File: config.mk
export PLATFORM = sky130hd
export DESIGN_NAME = bcd_clock_calendar
export DESIGN_NICKNAME = d
export VERILOG_FILES = /design/src/rtl/rtc_pkg.sv /design/src/rtl/bcd_clock_calendar.sv /design/src/rtl/bcd_digit_counter.sv
export SDC_FILE = /design/constraint.sdc
export NUM_CORES = 1
export LEC_CHECK = 0
export BUFFER_PORTS_ARGS = -buffer_cell sky130_fd_sc_hd__buf_2
export CAP_MARGIN = 0
export CORE_ASPECT_RATIO = 0.5
export CORE_MARGIN = 2
export CORE_UTILIZATION = 57
export CTS_BUF_LIST = sky130_fd_sc_hd__clkbuf_8
export CTS_CLUSTER_DIAMETER = 50
export DETAILED_ROUTE_END_ITERATION = 8
export HOLD_SLACK_MARGIN = 0.12
export PLACE_DENSITY = 0.77
export SYNTH_ARGS = -nofsm -noshare
export SYNTH_HDL_FRONTEND = slang
export SYNTH_SLANG_ARGS = --single-unit
File: constraint.sdc
create_clock -name sys_clk_i -period 3.6 [get_ports sys_clk_i]
set_input_delay 0.72 -clock sys_clk_i [delete_from_list [all_inputs] [get_ports sys_clk_i]]
set_output_delay 0.72 -clock sys_clk_i [all_outputs]
set_load 0.01 [all_outputs]
File: src/rtl/rtc_pkg.sv
// package: register map, field layouts, reset values and timing counts of the clock unit
package rtc_pkg;
    // ------------------------------------------------------------
    // register byte offsets
    // ------------------------------------------------------------
    localparam logic [7:0] OFF_CTRL = 8'h00;     // control
    localparam logic [7:0] OFF_TIME = 8'h04;     // hours/minutes/seconds/half
    localparam logic [7:0] OFF_DATE = 8'h08;     // year/month/day/weekday
    localparam logic [7:0] OFF_ALTIME = 8'h0c;   // alarm hours/minutes/seconds
    localparam logic [7:0] OFF_ALDATE = 8'h10;   // alarm month/day/weekday
    localparam logic [7:0] OFF_ALCFG = 8'h14;    // alarm mask and repeat count
    localparam logic [7:0] OFF_CAL = 8'h18;      // calibration value
    localparam logic [7:0] OFF_STATUS = 8'h1c;   // sticky events, read clears
    localparam logic [7:0] OFF_IRQMASK = 8'h20;  // interrupt enable mask
    // ------------------------------------------------------------
    // control fields
    // ------------------------------------------------------------
    localparam int CTRL_EN = 0;        // counting enable
    localparam int CTRL_SRC = 1;       // time base: 0 oscillator, 1 timer clock input
    localparam int CTRL_OUTEN = 2;     // output pin enable
    localparam int CTRL_OUTSEL = 3;    // 0 alarm, 1 seconds tick
    localparam int CTRL_ALEN = 4;      // alarm enable
    localparam int CTRL_CHIME = 5;     // repeat forever
    localparam logic [31:0] CTRL_RST = 32'h0000_0000;
    // ------------------------------------------------------------
    // alarm mask codes (which fields must match)
    // ------------------------------------------------------------
    localparam logic [2:0] AMASK_HALF = 3'h0;   // every half second
    localparam logic [2:0] AMASK_SEC = 3'h1;    // every second
    localparam logic [2:0] AMASK_MIN = 3'h2;    // seconds match
    localparam logic [2:0] AMASK_HOUR = 3'h3;   // minutes, seconds and half
    localparam logic [2:0] AMASK_DAY = 3'h4;    // full time match
    localparam logic [2:0] AMASK_WEEK = 3'h5;   // weekday and time
    localparam logic [2:0] AMASK_MONTH = 3'h6;  // day and time
    localparam logic [2:0] AMASK_YEAR = 3'h7;   // month, day and time
    // ------------------------------------------------------------
    // status bits
    // ------------------------------------------------------------
    localparam int ST_ALARM = 0;   // alarm reached
    localparam int ST_SEC = 1;     // second tick
    localparam int ST_DAY = 2;     // day rollover
    localparam int ST_W = 3;       // status width
    // ------------------------------------------------------------
    // time base
    // ------------------------------------------------------------
    localparam int BASE_HZ = 32768;              // external time-base frequency
    localparam int HALF_DIV = BASE_HZ / 2;       // base edges per half second
    localparam logic [14:0] HALF_LAST = 15'(HALF_DIV - 1);
    localparam logic [7:0] RST_DAY = 8'h01;      // reset date 2000-01-01
    localparam logic [7:0] RST_MON = 8'h01;
    localparam logic [2:0] RST_WDAY = 3'h6;      // 2000-01-01 was a saturday
    // ------------------------------------------------------------
    // packed carriers
    // ------------------------------------------------------------
    typedef struct packed {
        logic [7:0] hour;
        logic [7:0] min;
        logic [7:0] sec;
        logic half;
    } tod_t;
    typedef struct packed {
        logic [7:0] year;
        logic [7:0] mon;
        logic [7:0] day;
        logic [2:0] wday;
    } cal_t;
    // axi-lite answer
    localparam logic [1:0] RESP_OK = 2'h0;
    localparam logic [1:0] RESP_SLVERR = 2'h2;
endpackage : rtc_pkg
File: src/rtl/bcd_clock_calendar.sv
// bcd clock and calendar with alarm, tick pin, calibration and axi-lite registers
// Summary of operation
// - count hours, minutes, seconds and half seconds
// - hours run in 24-hour form
// - keep day, month and year counts
// - hardware weekday and leap years, 2000-2099
// - seconds, minutes, hours, day, month and year held in bcd digits
// - configurable alarm with repeat, flags on match
// - output pin carries alarm or second tick
// - time base from oscillator or timer input
// - calibration value trims the half-second divider
// - counting runs on through master clear reset
`timescale 1ns/1ns
module bcd_clock_calendar (
    // clock, reset, enable
    input wire logic sys_clk_i,
    input wire logic rstn_i,
    input wire logic master_clear_reset_i,
    input wire logic ce_i,
    // 32.768 khz time-base pins
    input wire logic secondary_oscillator_i,
    input wire logic timer_clock_input_i,
    // axi4-lite write
    input wire logic [7:0] s_awaddr_i,
    input wire logic s_awvalid_i,
    output logic s_awready_o,
    input wire logic [31:0] s_wdata_i,
    input wire logic [3:0] s_wstrb_i,
    input wire logic s_wvalid_i,
    output logic s_wready_o,
    output logic [1:0] s_bresp_o,
    output logic s_bvalid_o,
    input wire logic s_bready_i,
    // axi4-lite read
    input wire logic [7:0] s_araddr_i,
    input wire logic s_arvalid_i,
    output logic s_arready_o,
    output logic [31:0] s_rdata_o,
    output logic [1:0] s_rresp_o,
    output logic s_rvalid_o,
    input wire logic s_rready_i,
    // outputs
    output logic alarm_pin_o,
    output logic irq_o
);
    import rtc_pkg::*;

    // ------------------------------------------------------------
    // time-base synchroniser and edge detect
    // ------------------------------------------------------------
    logic [1:0] osc_sync, tck_sync;   // two-stage synchronisers
    logic base_d;                     // previous selected level
    logic base_rise;                  // one base edge seen
    logic [31:0] ctrl;                // control register
    always_comb begin
        base_rise = (ctrl[CTRL_SRC] ? tck_sync[1] : osc_sync[1]) & ~base_d;
    end

    // ------------------------------------------------------------
    // state
    // ------------------------------------------------------------
    tod_t tod, next_tod;             // time of day
    cal_t cal, next_cal;             // calendar
    tod_t al_tod;                    // alarm time
    cal_t al_cal;                    // alarm date
    logic [2:0] al_mask;             // alarm match mask
    logic [7:0] al_rpt;              // remaining repeats
    logic [7:0] cal_val;             // signed calibration, base edges per half
    logic [14:0] div, next_div;      // half-second divider
    logic half_tick;                 // one half-second step
    logic [ST_W-1:0] status, irq_mask;
    logic pin;                       // pin level before registering

    // ------------------------------------------------------------
    // divider with calibration
    // ------------------------------------------------------------
    logic [14:0] div_last;
    always_comb begin
        // signed trim shortens or lengthens each half second
        div_last = HALF_LAST - 15'({{7{cal_val[7]}}, cal_val});
        half_tick = ctrl[CTRL_EN] && base_rise && (div == div_last);
        if (!ctrl[CTRL_EN]) begin
            next_div = div;
        end else if (base_rise) begin
            next_div = (div == div_last) ? 15'h0000 : div + 15'h0001;
        end else begin
            next_div = div;
        end
    end

    // ------------------------------------------------------------
    // bcd counter chain
    // ------------------------------------------------------------
    logic [7:0] sec_n, min_n, hour_n, day_n, mon_n, year_n;
    logic sec_w, min_w, hour_w, day_w, mon_w;
    logic [7:0] mdays;               // last day of current month
    logic leap;
    // 2000-2099: leap when the bcd year is divisible by four
    always_comb begin
        leap = (cal.year[4] ? (cal.year[1:0] == 2'h2) : (cal.year[1:0] == 2'h0));
        unique case (cal.mon)
            8'h02: mdays = leap ? 8'h29 : 8'h28;
            8'h04, 8'h06, 8'h09, 8'h11: mdays = 8'h30;
            default: mdays = 8'h31;
        endcase
    end
    bcd_digit_counter u_sec (.val_i(tod.sec), .first_i(8'h00), .last_i(8'h59),
        .next_o(sec_n), .wrap_o(sec_w));
    bcd_digit_counter u_min (.val_i(tod.min), .first_i(8'h00), .last_i(8'h59),
        .next_o(min_n), .wrap_o(min_w));
    bcd_digit_counter u_hour (.val_i(tod.hour), .first_i(8'h00), .last_i(8'h23),
        .next_o(hour_n), .wrap_o(hour_w));
    bcd_digit_counter u_day (.val_i(cal.day), .first_i(8'h01), .last_i(mdays),
        .next_o(day_n), .wrap_o(day_w));
    bcd_digit_counter u_mon (.val_i(cal.mon), .first_i(8'h01), .last_i(8'h12),
        .next_o(mon_n), .wrap_o(mon_w));
    bcd_digit_counter u_year (.val_i(cal.year), .first_i(8'h00), .last_i(8'h99),
        .next_o(year_n), .wrap_o());

    // carry ripple, gated by each lower wrap
    logic sec_step, min_step, hour_step, day_step;
    always_comb begin
        sec_step = half_tick && tod.half;
        min_step = sec_step && sec_w;
        hour_step = min_step && min_w;
        day_step = hour_step && hour_w;
    end

    // ------------------------------------------------------------
    // axi-lite write decode
    // ------------------------------------------------------------
    logic aw_held, w_held;
    logic [7:0] aw_addr;
    logic [31:0] w_data;
    logic do_wr;
    always_comb begin
        do_wr = aw_held && w_held && !s_bvalid_o;
    end

    // ------------------------------------------------------------
    // time and calendar next state
    // ------------------------------------------------------------
    always_comb begin
        next_tod = tod;
        next_cal = cal;
        if (half_tick) begin
            next_tod.half = ~tod.half;
        end
        if (sec_step) next_tod.sec = sec_n;
        if (min_step) next_tod.min = min_n;
        if (hour_step) next_tod.hour = hour_n;
        if (day_step) begin
            next_cal.day = day_n;
            next_cal.wday = (cal.wday == 3'h6) ? 3'h0 : cal.wday + 3'h1;
            if (day_w) begin
                next_cal.mon = mon_n;
                if (mon_w) next_cal.year = year_n;
            end
        end
        // software writes override the count
        if (do_wr && aw_addr == OFF_TIME) begin
            next_tod = tod_t'(w_data[24:0]);
        end
        if (do_wr && aw_addr == OFF_DATE) begin
            next_cal = cal_t'(w_data[26:0]);
        end
    end

    // ------------------------------------------------------------
    // alarm match
    // ------------------------------------------------------------
    logic match, al_fire;
    logic half_d;                    // one cycle after a half step
    always_comb begin
        unique case (al_mask)
            AMASK_HALF: match = 1'b1;
            AMASK_SEC: match = tod.half == 1'b0;
            AMASK_MIN: match = tod.sec == al_tod.sec;
            AMASK_HOUR: match = tod[16:0] == al_tod[16:0];
            AMASK_DAY: match = tod[24:1] == al_tod[24:1];
            AMASK_WEEK: match = tod[24:1] == al_tod[24:1] && cal.wday == al_cal.wday;
            AMASK_MONTH: match = tod[24:1] == al_tod[24:1] && cal.day == al_cal.day;
            AMASK_YEAR: match = tod[24:1] == al_tod[24:1] && cal[18:3] == al_cal[18:3];
        endcase
        // the check runs on each new half-second state
        al_fire = ctrl[CTRL_ALEN] && half_d && match;
    end

    // ------------------------------------------------------------
    // registered state: only master_clear_reset-independent reset
    // ------------------------------------------------------------
    // the counting state ignores master clear; only rstn_i (power-on) resets it
    always_ff @(posedge sys_clk_i) begin
        if (!rstn_i) begin
            osc_sync <= 2'h0;
            tck_sync <= 2'h0;
            base_d <= 1'b0;
            div <= 15'h0000;
            tod <= '0;
            cal <= {8'h00, RST_MON, RST_DAY, RST_WDAY};
            half_d <= 1'b0;
        end else if (ce_i) begin
            osc_sync <= {osc_sync[0], secondary_oscillator_i};
            tck_sync <= {tck_sync[0], timer_clock_input_i};
            base_d <= ctrl[CTRL_SRC] ? tck_sync[1] : osc_sync[1];
            div <= next_div;
            tod <= next_tod;
            cal <= next_cal;
            half_d <= half_tick;
        end
    end

    // ------------------------------------------------------------
    // register file and bus slave
    // ------------------------------------------------------------
    logic do_rd, rd_status;
    logic [31:0] rd_word;
    logic [7:0] next_rpt;
    logic [ST_W-1:0] next_status, ev;
    always_comb begin
        do_rd = s_arvalid_i && !s_rvalid_o;
        rd_status = do_rd && s_araddr_i == OFF_STATUS;
        unique case (s_araddr_i)
            OFF_CTRL: rd_word = ctrl;
            OFF_TIME: rd_word = {7'h00, tod};
            OFF_DATE: rd_word = {5'h00, cal};
            OFF_ALTIME: rd_word = {7'h00, al_tod};
            OFF_ALDATE: rd_word = {5'h00, al_cal};
            OFF_ALCFG: rd_word = {21'h000000, al_mask, al_rpt};
            OFF_CAL: rd_word = {24'h000000, cal_val};
            OFF_STATUS: rd_word = {29'h00000000, status};
            OFF_IRQMASK: rd_word = {29'h00000000, irq_mask};
            default: rd_word = 32'h0000_0000;
        endcase
        ev = '0;
        ev[ST_ALARM] = al_fire;
        ev[ST_SEC] = sec_step;
        ev[ST_DAY] = day_step;
        // a new event wins over the read clear
        next_status = (rd_status ? '0 : status) | ev;
        // repeat count falls each alarm; chime keeps it going
        next_rpt = al_rpt;
        if (al_fire && al_rpt != 8'h00) next_rpt = al_rpt - 8'h01;
    end

    logic wr_ok, rd_ok;
    always_comb begin
        wr_ok = aw_addr <= OFF_IRQMASK && aw_addr[1:0] == 2'h0;
        rd_ok = s_araddr_i <= OFF_IRQMASK && s_araddr_i[1:0] == 2'h0;
    end

    // register storage: reset by power-on reset only; master clear is not used
    always_ff @(posedge sys_clk_i) begin
        if (!rstn_i) begin
            ctrl <= CTRL_RST;
            al_tod <= '0;
            al_cal <= '0;
            al_mask <= AMASK_HALF;
            al_rpt <= 8'h00;
            cal_val <= 8'h00;
            status <= '0;
            irq_mask <= '0;
            aw_held <= 1'b0;
            w_held <= 1'b0;
            aw_addr <= 8'h00;
            w_data <= 32'h0000_0000;
            s_bvalid_o <= 1'b0;
            s_bresp_o <= RESP_OK;
            s_rvalid_o <= 1'b0;
            s_rresp_o <= RESP_OK;
            s_rdata_o <= 32'h0000_0000;
            irq_o <= 1'b0;
            pin <= 1'b0;
            alarm_pin_o <= 1'b0;
        end else if (ce_i) begin
            status <= next_status;
            al_rpt <= next_rpt;
            // alarm disables itself on a fire with no repeats left, unless chime is set
            if (al_fire && al_rpt == 8'h00 && !ctrl[CTRL_CHIME]) ctrl[CTRL_ALEN] <= 1'b0;
            if (s_awvalid_i && !aw_held) begin
                aw_held <= 1'b1;
                aw_addr <= s_awaddr_i;
            end
            if (s_wvalid_i && !w_held) begin
                w_held <= 1'b1;
                w_data <= s_wdata_i;
            end
            if (do_wr) begin
                aw_held <= 1'b0;
                w_held <= 1'b0;
                s_bvalid_o <= 1'b1;
                s_bresp_o <= wr_ok ? RESP_OK : RESP_SLVERR;
                unique case (aw_addr)
                    OFF_CTRL: ctrl <= {26'h0000000, w_data[5:0]};
                    OFF_ALTIME: al_tod <= tod_t'(w_data[24:0]);
                    OFF_ALDATE: al_cal <= cal_t'(w_data[26:0]);
                    OFF_ALCFG: begin
                        al_mask <= w_data[10:8];
                        al_rpt <= w_data[7:0];
                    end
                    OFF_CAL: cal_val <= w_data[7:0];
                    OFF_IRQMASK: irq_mask <= w_data[ST_W-1:0];
                    default: ;
                endcase
            end else if (s_bvalid_o && s_bready_i) begin
                s_bvalid_o <= 1'b0;
            end
            if (do_rd) begin
                s_rvalid_o <= 1'b1;
                s_rdata_o <= rd_word;
                s_rresp_o <= rd_ok ? RESP_OK : RESP_SLVERR;
            end else if (s_rvalid_o && s_rready_i) begin
                s_rvalid_o <= 1'b0;
            end
            irq_o <= |(next_status & irq_mask);
            // pin: alarm toggles, or second tick, when enabled
            if (!ctrl[CTRL_OUTEN]) pin <= 1'b0;
            else if (ctrl[CTRL_OUTSEL]) pin <= ~tod.half;
            else if (al_fire) pin <= ~pin;
            alarm_pin_o <= pin;
        end
    end

    always_comb begin
        s_awready_o = !aw_held;
        s_wready_o = !w_held;
        s_arready_o = !s_rvalid_o;
    end
endmodule : bcd_clock_calendar

File: src/rtl/bcd_digit_counter.sv
// bcd counter: two-digit decimal count with programmable wrap
`timescale 1ns/1ns
module bcd_digit_counter (
    // current value and limits
    input wire logic [7:0] val_i,
    input wire logic [7:0] first_i,
    input wire logic [7:0] last_i,
    // results
    output logic [7:0] next_o,
    output logic wrap_o
);
    // ----------------------------------------
    // increment one bcd pair
    // ----------------------------------------
    always_comb begin
        wrap_o = (val_i == last_i);
        if (wrap_o) begin
            next_o = first_i;
        end else if (val_i[3:0] == 4'h9) begin
            // carry into the tens digit
            next_o = {val_i[7:4] + 4'h1, 4'h0};
        end else begin
            next_o = {val_i[7:4], val_i[3:0] + 4'h1};
        end
    end
endmodule : bcd_digit_counter

==> results.txt <==
TritonCTS built the clock tree. The tools report the clock latency of the later-clocked register in the worst-skew pair as 0.53 ns. Walking the worst path, the cells encountered are or4b_2, nor4_4, a22o_2, o211ai_2, or2_1, a211oi_1. The via count of the first global-routing pass is 10,520.

The worst-case IR drop observed on VDD is 0.000199 V. After clock tree synthesis, the setup repair step added 0 buffers. The transition time of the tightest slew-check pin is 0.873 ns. Compared with the post-synthesis result, the final layout area differs by 11.2%. Entering global routing, the biggest net connects 109 pins. The worst hold path passes through 3 cells. Number of distinct library cell variants in the gate-level netlist after synthesis: 86.

The per-cell routed wire length is 19.7 µm. Initial antenna violation count: 0. The tools report the final RePlAce weighted congestion as 0.982. Setup violations remaining at the end of the flow were counted as 0. The slowest stage of the critical path belongs to the cell sky130_fd_sc_hd__or4b_2. The die area was 22,200 µm². For the global-route wire length before repair, the log shows 56,100 µm.

Dividing the detail-routed via count by the number of cells gives 6.38. During synthesis, Yosys emitted a total of 0 warnings. The worst hold path belongs to the class input port to flip-flop. The number of top-level design ports is 106.

STA puts the critical path data arrival time at 3.68 ns. Startpoint of the worst setup timing path: aw_addr[3]$_SDFFE_PN0P_. For this run, the top clock speed supported by timing is 0.308 GHz. The tools report the starting density of the core as 0.581. Before antenna repair, the detailed router went through 6 iterations. The cell sitting at the root of the clock tree is a sky130_fd_sc_hd__clkbuf_8.

The run gives 0 as the final global-route overflow total. The count of fill cells added during filler insertion was 1,737; the total negative slack for setup checks was 0 ns. Startpoint of the lowest-slack hold path: s_wdata_i[8]. Power spread over the standard cell area amounts to 384 nW/µm². The die extent in y is 106 µm, and the worst-case hold slack is 0.419 ns. The count of nets left with antenna violations once routing finished came out at 0. Category of the critical setup timing path: flip-flop to flip-flop. The post-route clock skew is 0.0285 ns.

The tools report the endpoint with the worst hold slack as w_data[8]$_SDFFE_PN0P_. The share of post-route cells with drive strength above 1 was 0.139; the overall power consumption was 5.10 mW. The end-of-flow core utilization is 0.646, and the max-capacitance violation count is 0.

Subtracting the final worst setup slack from the clock period gives 3.24 ns. The finished layout holds 1,822 standard cells, fillers aside. The final number of hold-violating endpoints came out at 0. HPWL after detailed placement: 24,800 µm. The worst register-to-register path has a depth of 6. Setup slack closes at 0.355 ns.

The run gives 13,300 µm² as the cell area after layout. The number of enable-type register cells in the synthesized netlist came out at 0. Register-to-register setup slack: 0.36 ns.

In this run the critical register-to-register path is launched from aw_addr[3]$_SDFFE_PN0P_. Setup repair after global routing left no endpoint under its margin. The die is 209 µm wide. At the placement stage, the worst setup path has a slack of 0.315 ns. The number of antenna diodes in the final layout is 0. The run gives 4.03 ns as the required time reported for the critical path endpoint. In this run the cell area measured after placement is 12,600 µm². Buffers inserted to repair hold after CTS numbered 0. The type of element launching the critical path is a flip-flop. The mean post-synth cell area was 8.11 µm². The synthesized design contains 227 register bits. For this run, the post-layout net count is 1,614.

The longest individual stage delay on the worst path was 0.67 ns; the count of instances resized after the clock tree is built was 0. The cell row count is 37. The tools report the number of H-tree branching levels as 2. The share of synthesized registers carrying an async set or reset was 0. In the synthesized netlist the dominant register cell turns out to be sky130_fd_sc_hd__dfxtp_1. The sequential fraction of the synthesis area is 0.381, and the cell count after placement is 1,766. Clock-pin slew was measured on the worst setup and hold paths at 0.07 ns. In this run the deepest clock path goes through 3 buffers. The remaining max-slew budget at the tightest pin was 0.418. For this run, design rule violations remaining after detail routing come to 0. Synthesis produced 1,472 cells.

The analysis attributes to cell leakage a power of 5.00 nW. The overall track demand over capacity in global routing is 0.317. The worst-path maximum fanout is 15, and the total of buffers placed on input and output ports is 88. The flow ran to the end, and the final reports show no timing, DRC or antenna violations. The total number of vias came out at 11,625. The final worst-path cycle share was 0.901; the area of the core was 20,600 µm². In this run, the number of DRC markers left after iteration 0 of detailed routing was 1,699.

The tools report the critical path endpoint category as a flip-flop. For this block, the routed nets add up to 35,900 µm of wire. In this run the critical register-to-register path is captured at cal[24]$_SDFFE_PN0P_.

Clock tree synthesis inserted a total of 35 buffers. The max-slew violation count was 0. Total standard cell area after synthesis: 11,900 µm². For this design, the sink count on the clock tree is 227.
-- synthesized netlist by cell type, types with 5 or more instances --
library cell               count  area, µm²
sky130_fd_sc_hd__nor4b_1       7       61.3
sky130_fd_sc_hd__a32oi_1       5       43.8
sky130_fd_sc_hd__o21ai_0      62        310
sky130_fd_sc_hd__nand3_1      41        205
sky130_fd_sc_hd__mux2i_1      65        651
sky130_fd_sc_hd__a221oi_1     13        114
sky130_fd_sc_hd__ha_1         21        263
sky130_fd_sc_hd__mux2_2       13        146
sky130_fd_sc_hd__buf_1         9       33.8
sky130_fd_sc_hd__and3_1       12       75.1
sky130_fd_sc_hd__nor2_1      157        589
sky130_fd_sc_hd__a21oi_1     120        601
sky130_fd_sc_hd__xnor2_1      53        464
sky130_fd_sc_hd__xor2_1       20        175
sky130_fd_sc_hd__nor3_1       43        215
sky130_fd_sc_hd__a22oi_1      15        113
sky130_fd_sc_hd__nor3b_1       7       52.6
sky130_fd_sc_hd__inv_1        29        109
sky130_fd_sc_hd__a222oi_1     22        220
sky130_fd_sc_hd__clkbuf_1     79        297
sky130_fd_sc_hd__nand2b_1      6       37.5
sky130_fd_sc_hd__dfxtp_1     227       4540
sky130_fd_sc_hd__a211oi_1     32        240
sky130_fd_sc_hd__nand3b_1     11       82.6
sky130_fd_sc_hd__buf_2        11       55.1
sky130_fd_sc_hd__or3_1         6       37.5
sky130_fd_sc_hd__nor2b_1       9       56.3
sky130_fd_sc_hd__a31oi_1      19        119
sky130_fd_sc_hd__nand2_1     205        769
sky130_fd_sc_hd__nand4_1      21        131
sky130_fd_sc_hd__nor4_1       12       75.1
sky130_fd_sc_hd__or2_2         9       56.3
sky130_fd_sc_hd__buf_4         8       60.1
sky130_fd_sc_hd__o31ai_1       6       45.0
sky130_fd_sc_hd__o211ai_1      8       60.1
-- power breakdown --
group          internal (mW)  switching, mW  leakage [nW]
sequential              2.56         0.0587          1.84
combinational          0.105          0.199          2.78
clock                   1.16           1.02         0.385
-- critical path, delay by kind of cell (launching register included) --
family             cells  cell delay [ns]
and+or+nand+nor        3             1.52
AOI/OAI and AO/OA      3             1.13
DFF                    1             0.49
-- cells by family (layout without fill, tap and decap cells) --
family / count (synthesis) / in the layout / share of synthesized area
compound gates: 354 / 354 / 0.197
xor+xnor: 73 / 73 / 0.0536
fa+ha+maj: 21 / 21 / 0.0220
buf+inv: 139 / 210 / 0.0480
flops: 227 / 227 / 0.381
mux: 78 / 78 / 0.0668
other cells: 1 / 7 / 0.000314
simple gates: 579 / 579 / 0.232
-- cell usage in the layout (no fill, tap or decap), drive strengths merged, types with 5 or more instances in the layout --
cell type	synthesis	layout
nand3b	11	11
a222oi	22	22
nand3	41	41
nor2b	9	9
ha	21	21
a31oi	19	19
a221oi	13	13
buf	29	123
or3	6	6
nor2	157	157
o211ai	9	9
xnor2	53	53
mux2i	65	65
and3	12	12
nor3b	9	9
o21ai	67	67
nor3	44	44
nor4b	7	7
or2	12	12
dfxtp	227	227
nand2	205	205
a21oi	120	120
mux2	13	13
nand2b	6	6
conb	1	7
a22oi	15	15
xor2	20	20
clkbuf	79	44
inv	29	38
nor4	15	15
a211oi	32	32
o31ai	6	6
a32oi	5	5
nand4	21	21
-- worst max-delay path by stage --
stage                         endpoint
3_5_place_dp   cal_val[3]$_SDFFE_PN0P_
4_1_cts           cal[24]$_SDFFE_PN0P_
6_report          cal[24]$_SDFFE_PN0P_
5_1_grt           cal[24]$_SDFFE_PN0P_
3_3_place_gp   cal_val[6]$_SDFFE_PN0P_
2_1_floorplan     cal[26]$_SDFFE_PN0P_
-- per-layer routing --
metal,up-vias,GRT usage,part of all wire
li1,5408,-,-
met1,5422,0.426,0.42
met2,670,0.512,0.44
met3,125,0.0576,0.11
met4,0,0.119,0.036
met5,-,0,0
-- layout make-up --
class	count	area [µm²]	share of cell area
multi-input combinational	1112	6860	0.517
sequential	227	4540	0.342
timing repair buffer	123	728	0.0549
clock buffer	44	606	0.0456
tap	273	342	0.0257
inverter	31	121	0.00914
clock inverter	12	75.1	0.00566
-- state kept, by name, summed over array words and instances (netlist names), 2 cells and up --
signal     count
osc_sync       2
status         3
div           15
al_cal        27
tod           25
tck_sync       2
ctrl           6
s_rdata_o     27
irq_mask       3
aw_addr        8
cal_val        8
al_tod        25
al_rpt         8
al_mask        3
cal           27
w_data        27
No activity file was read; power rests on OpenSTA's default activity.
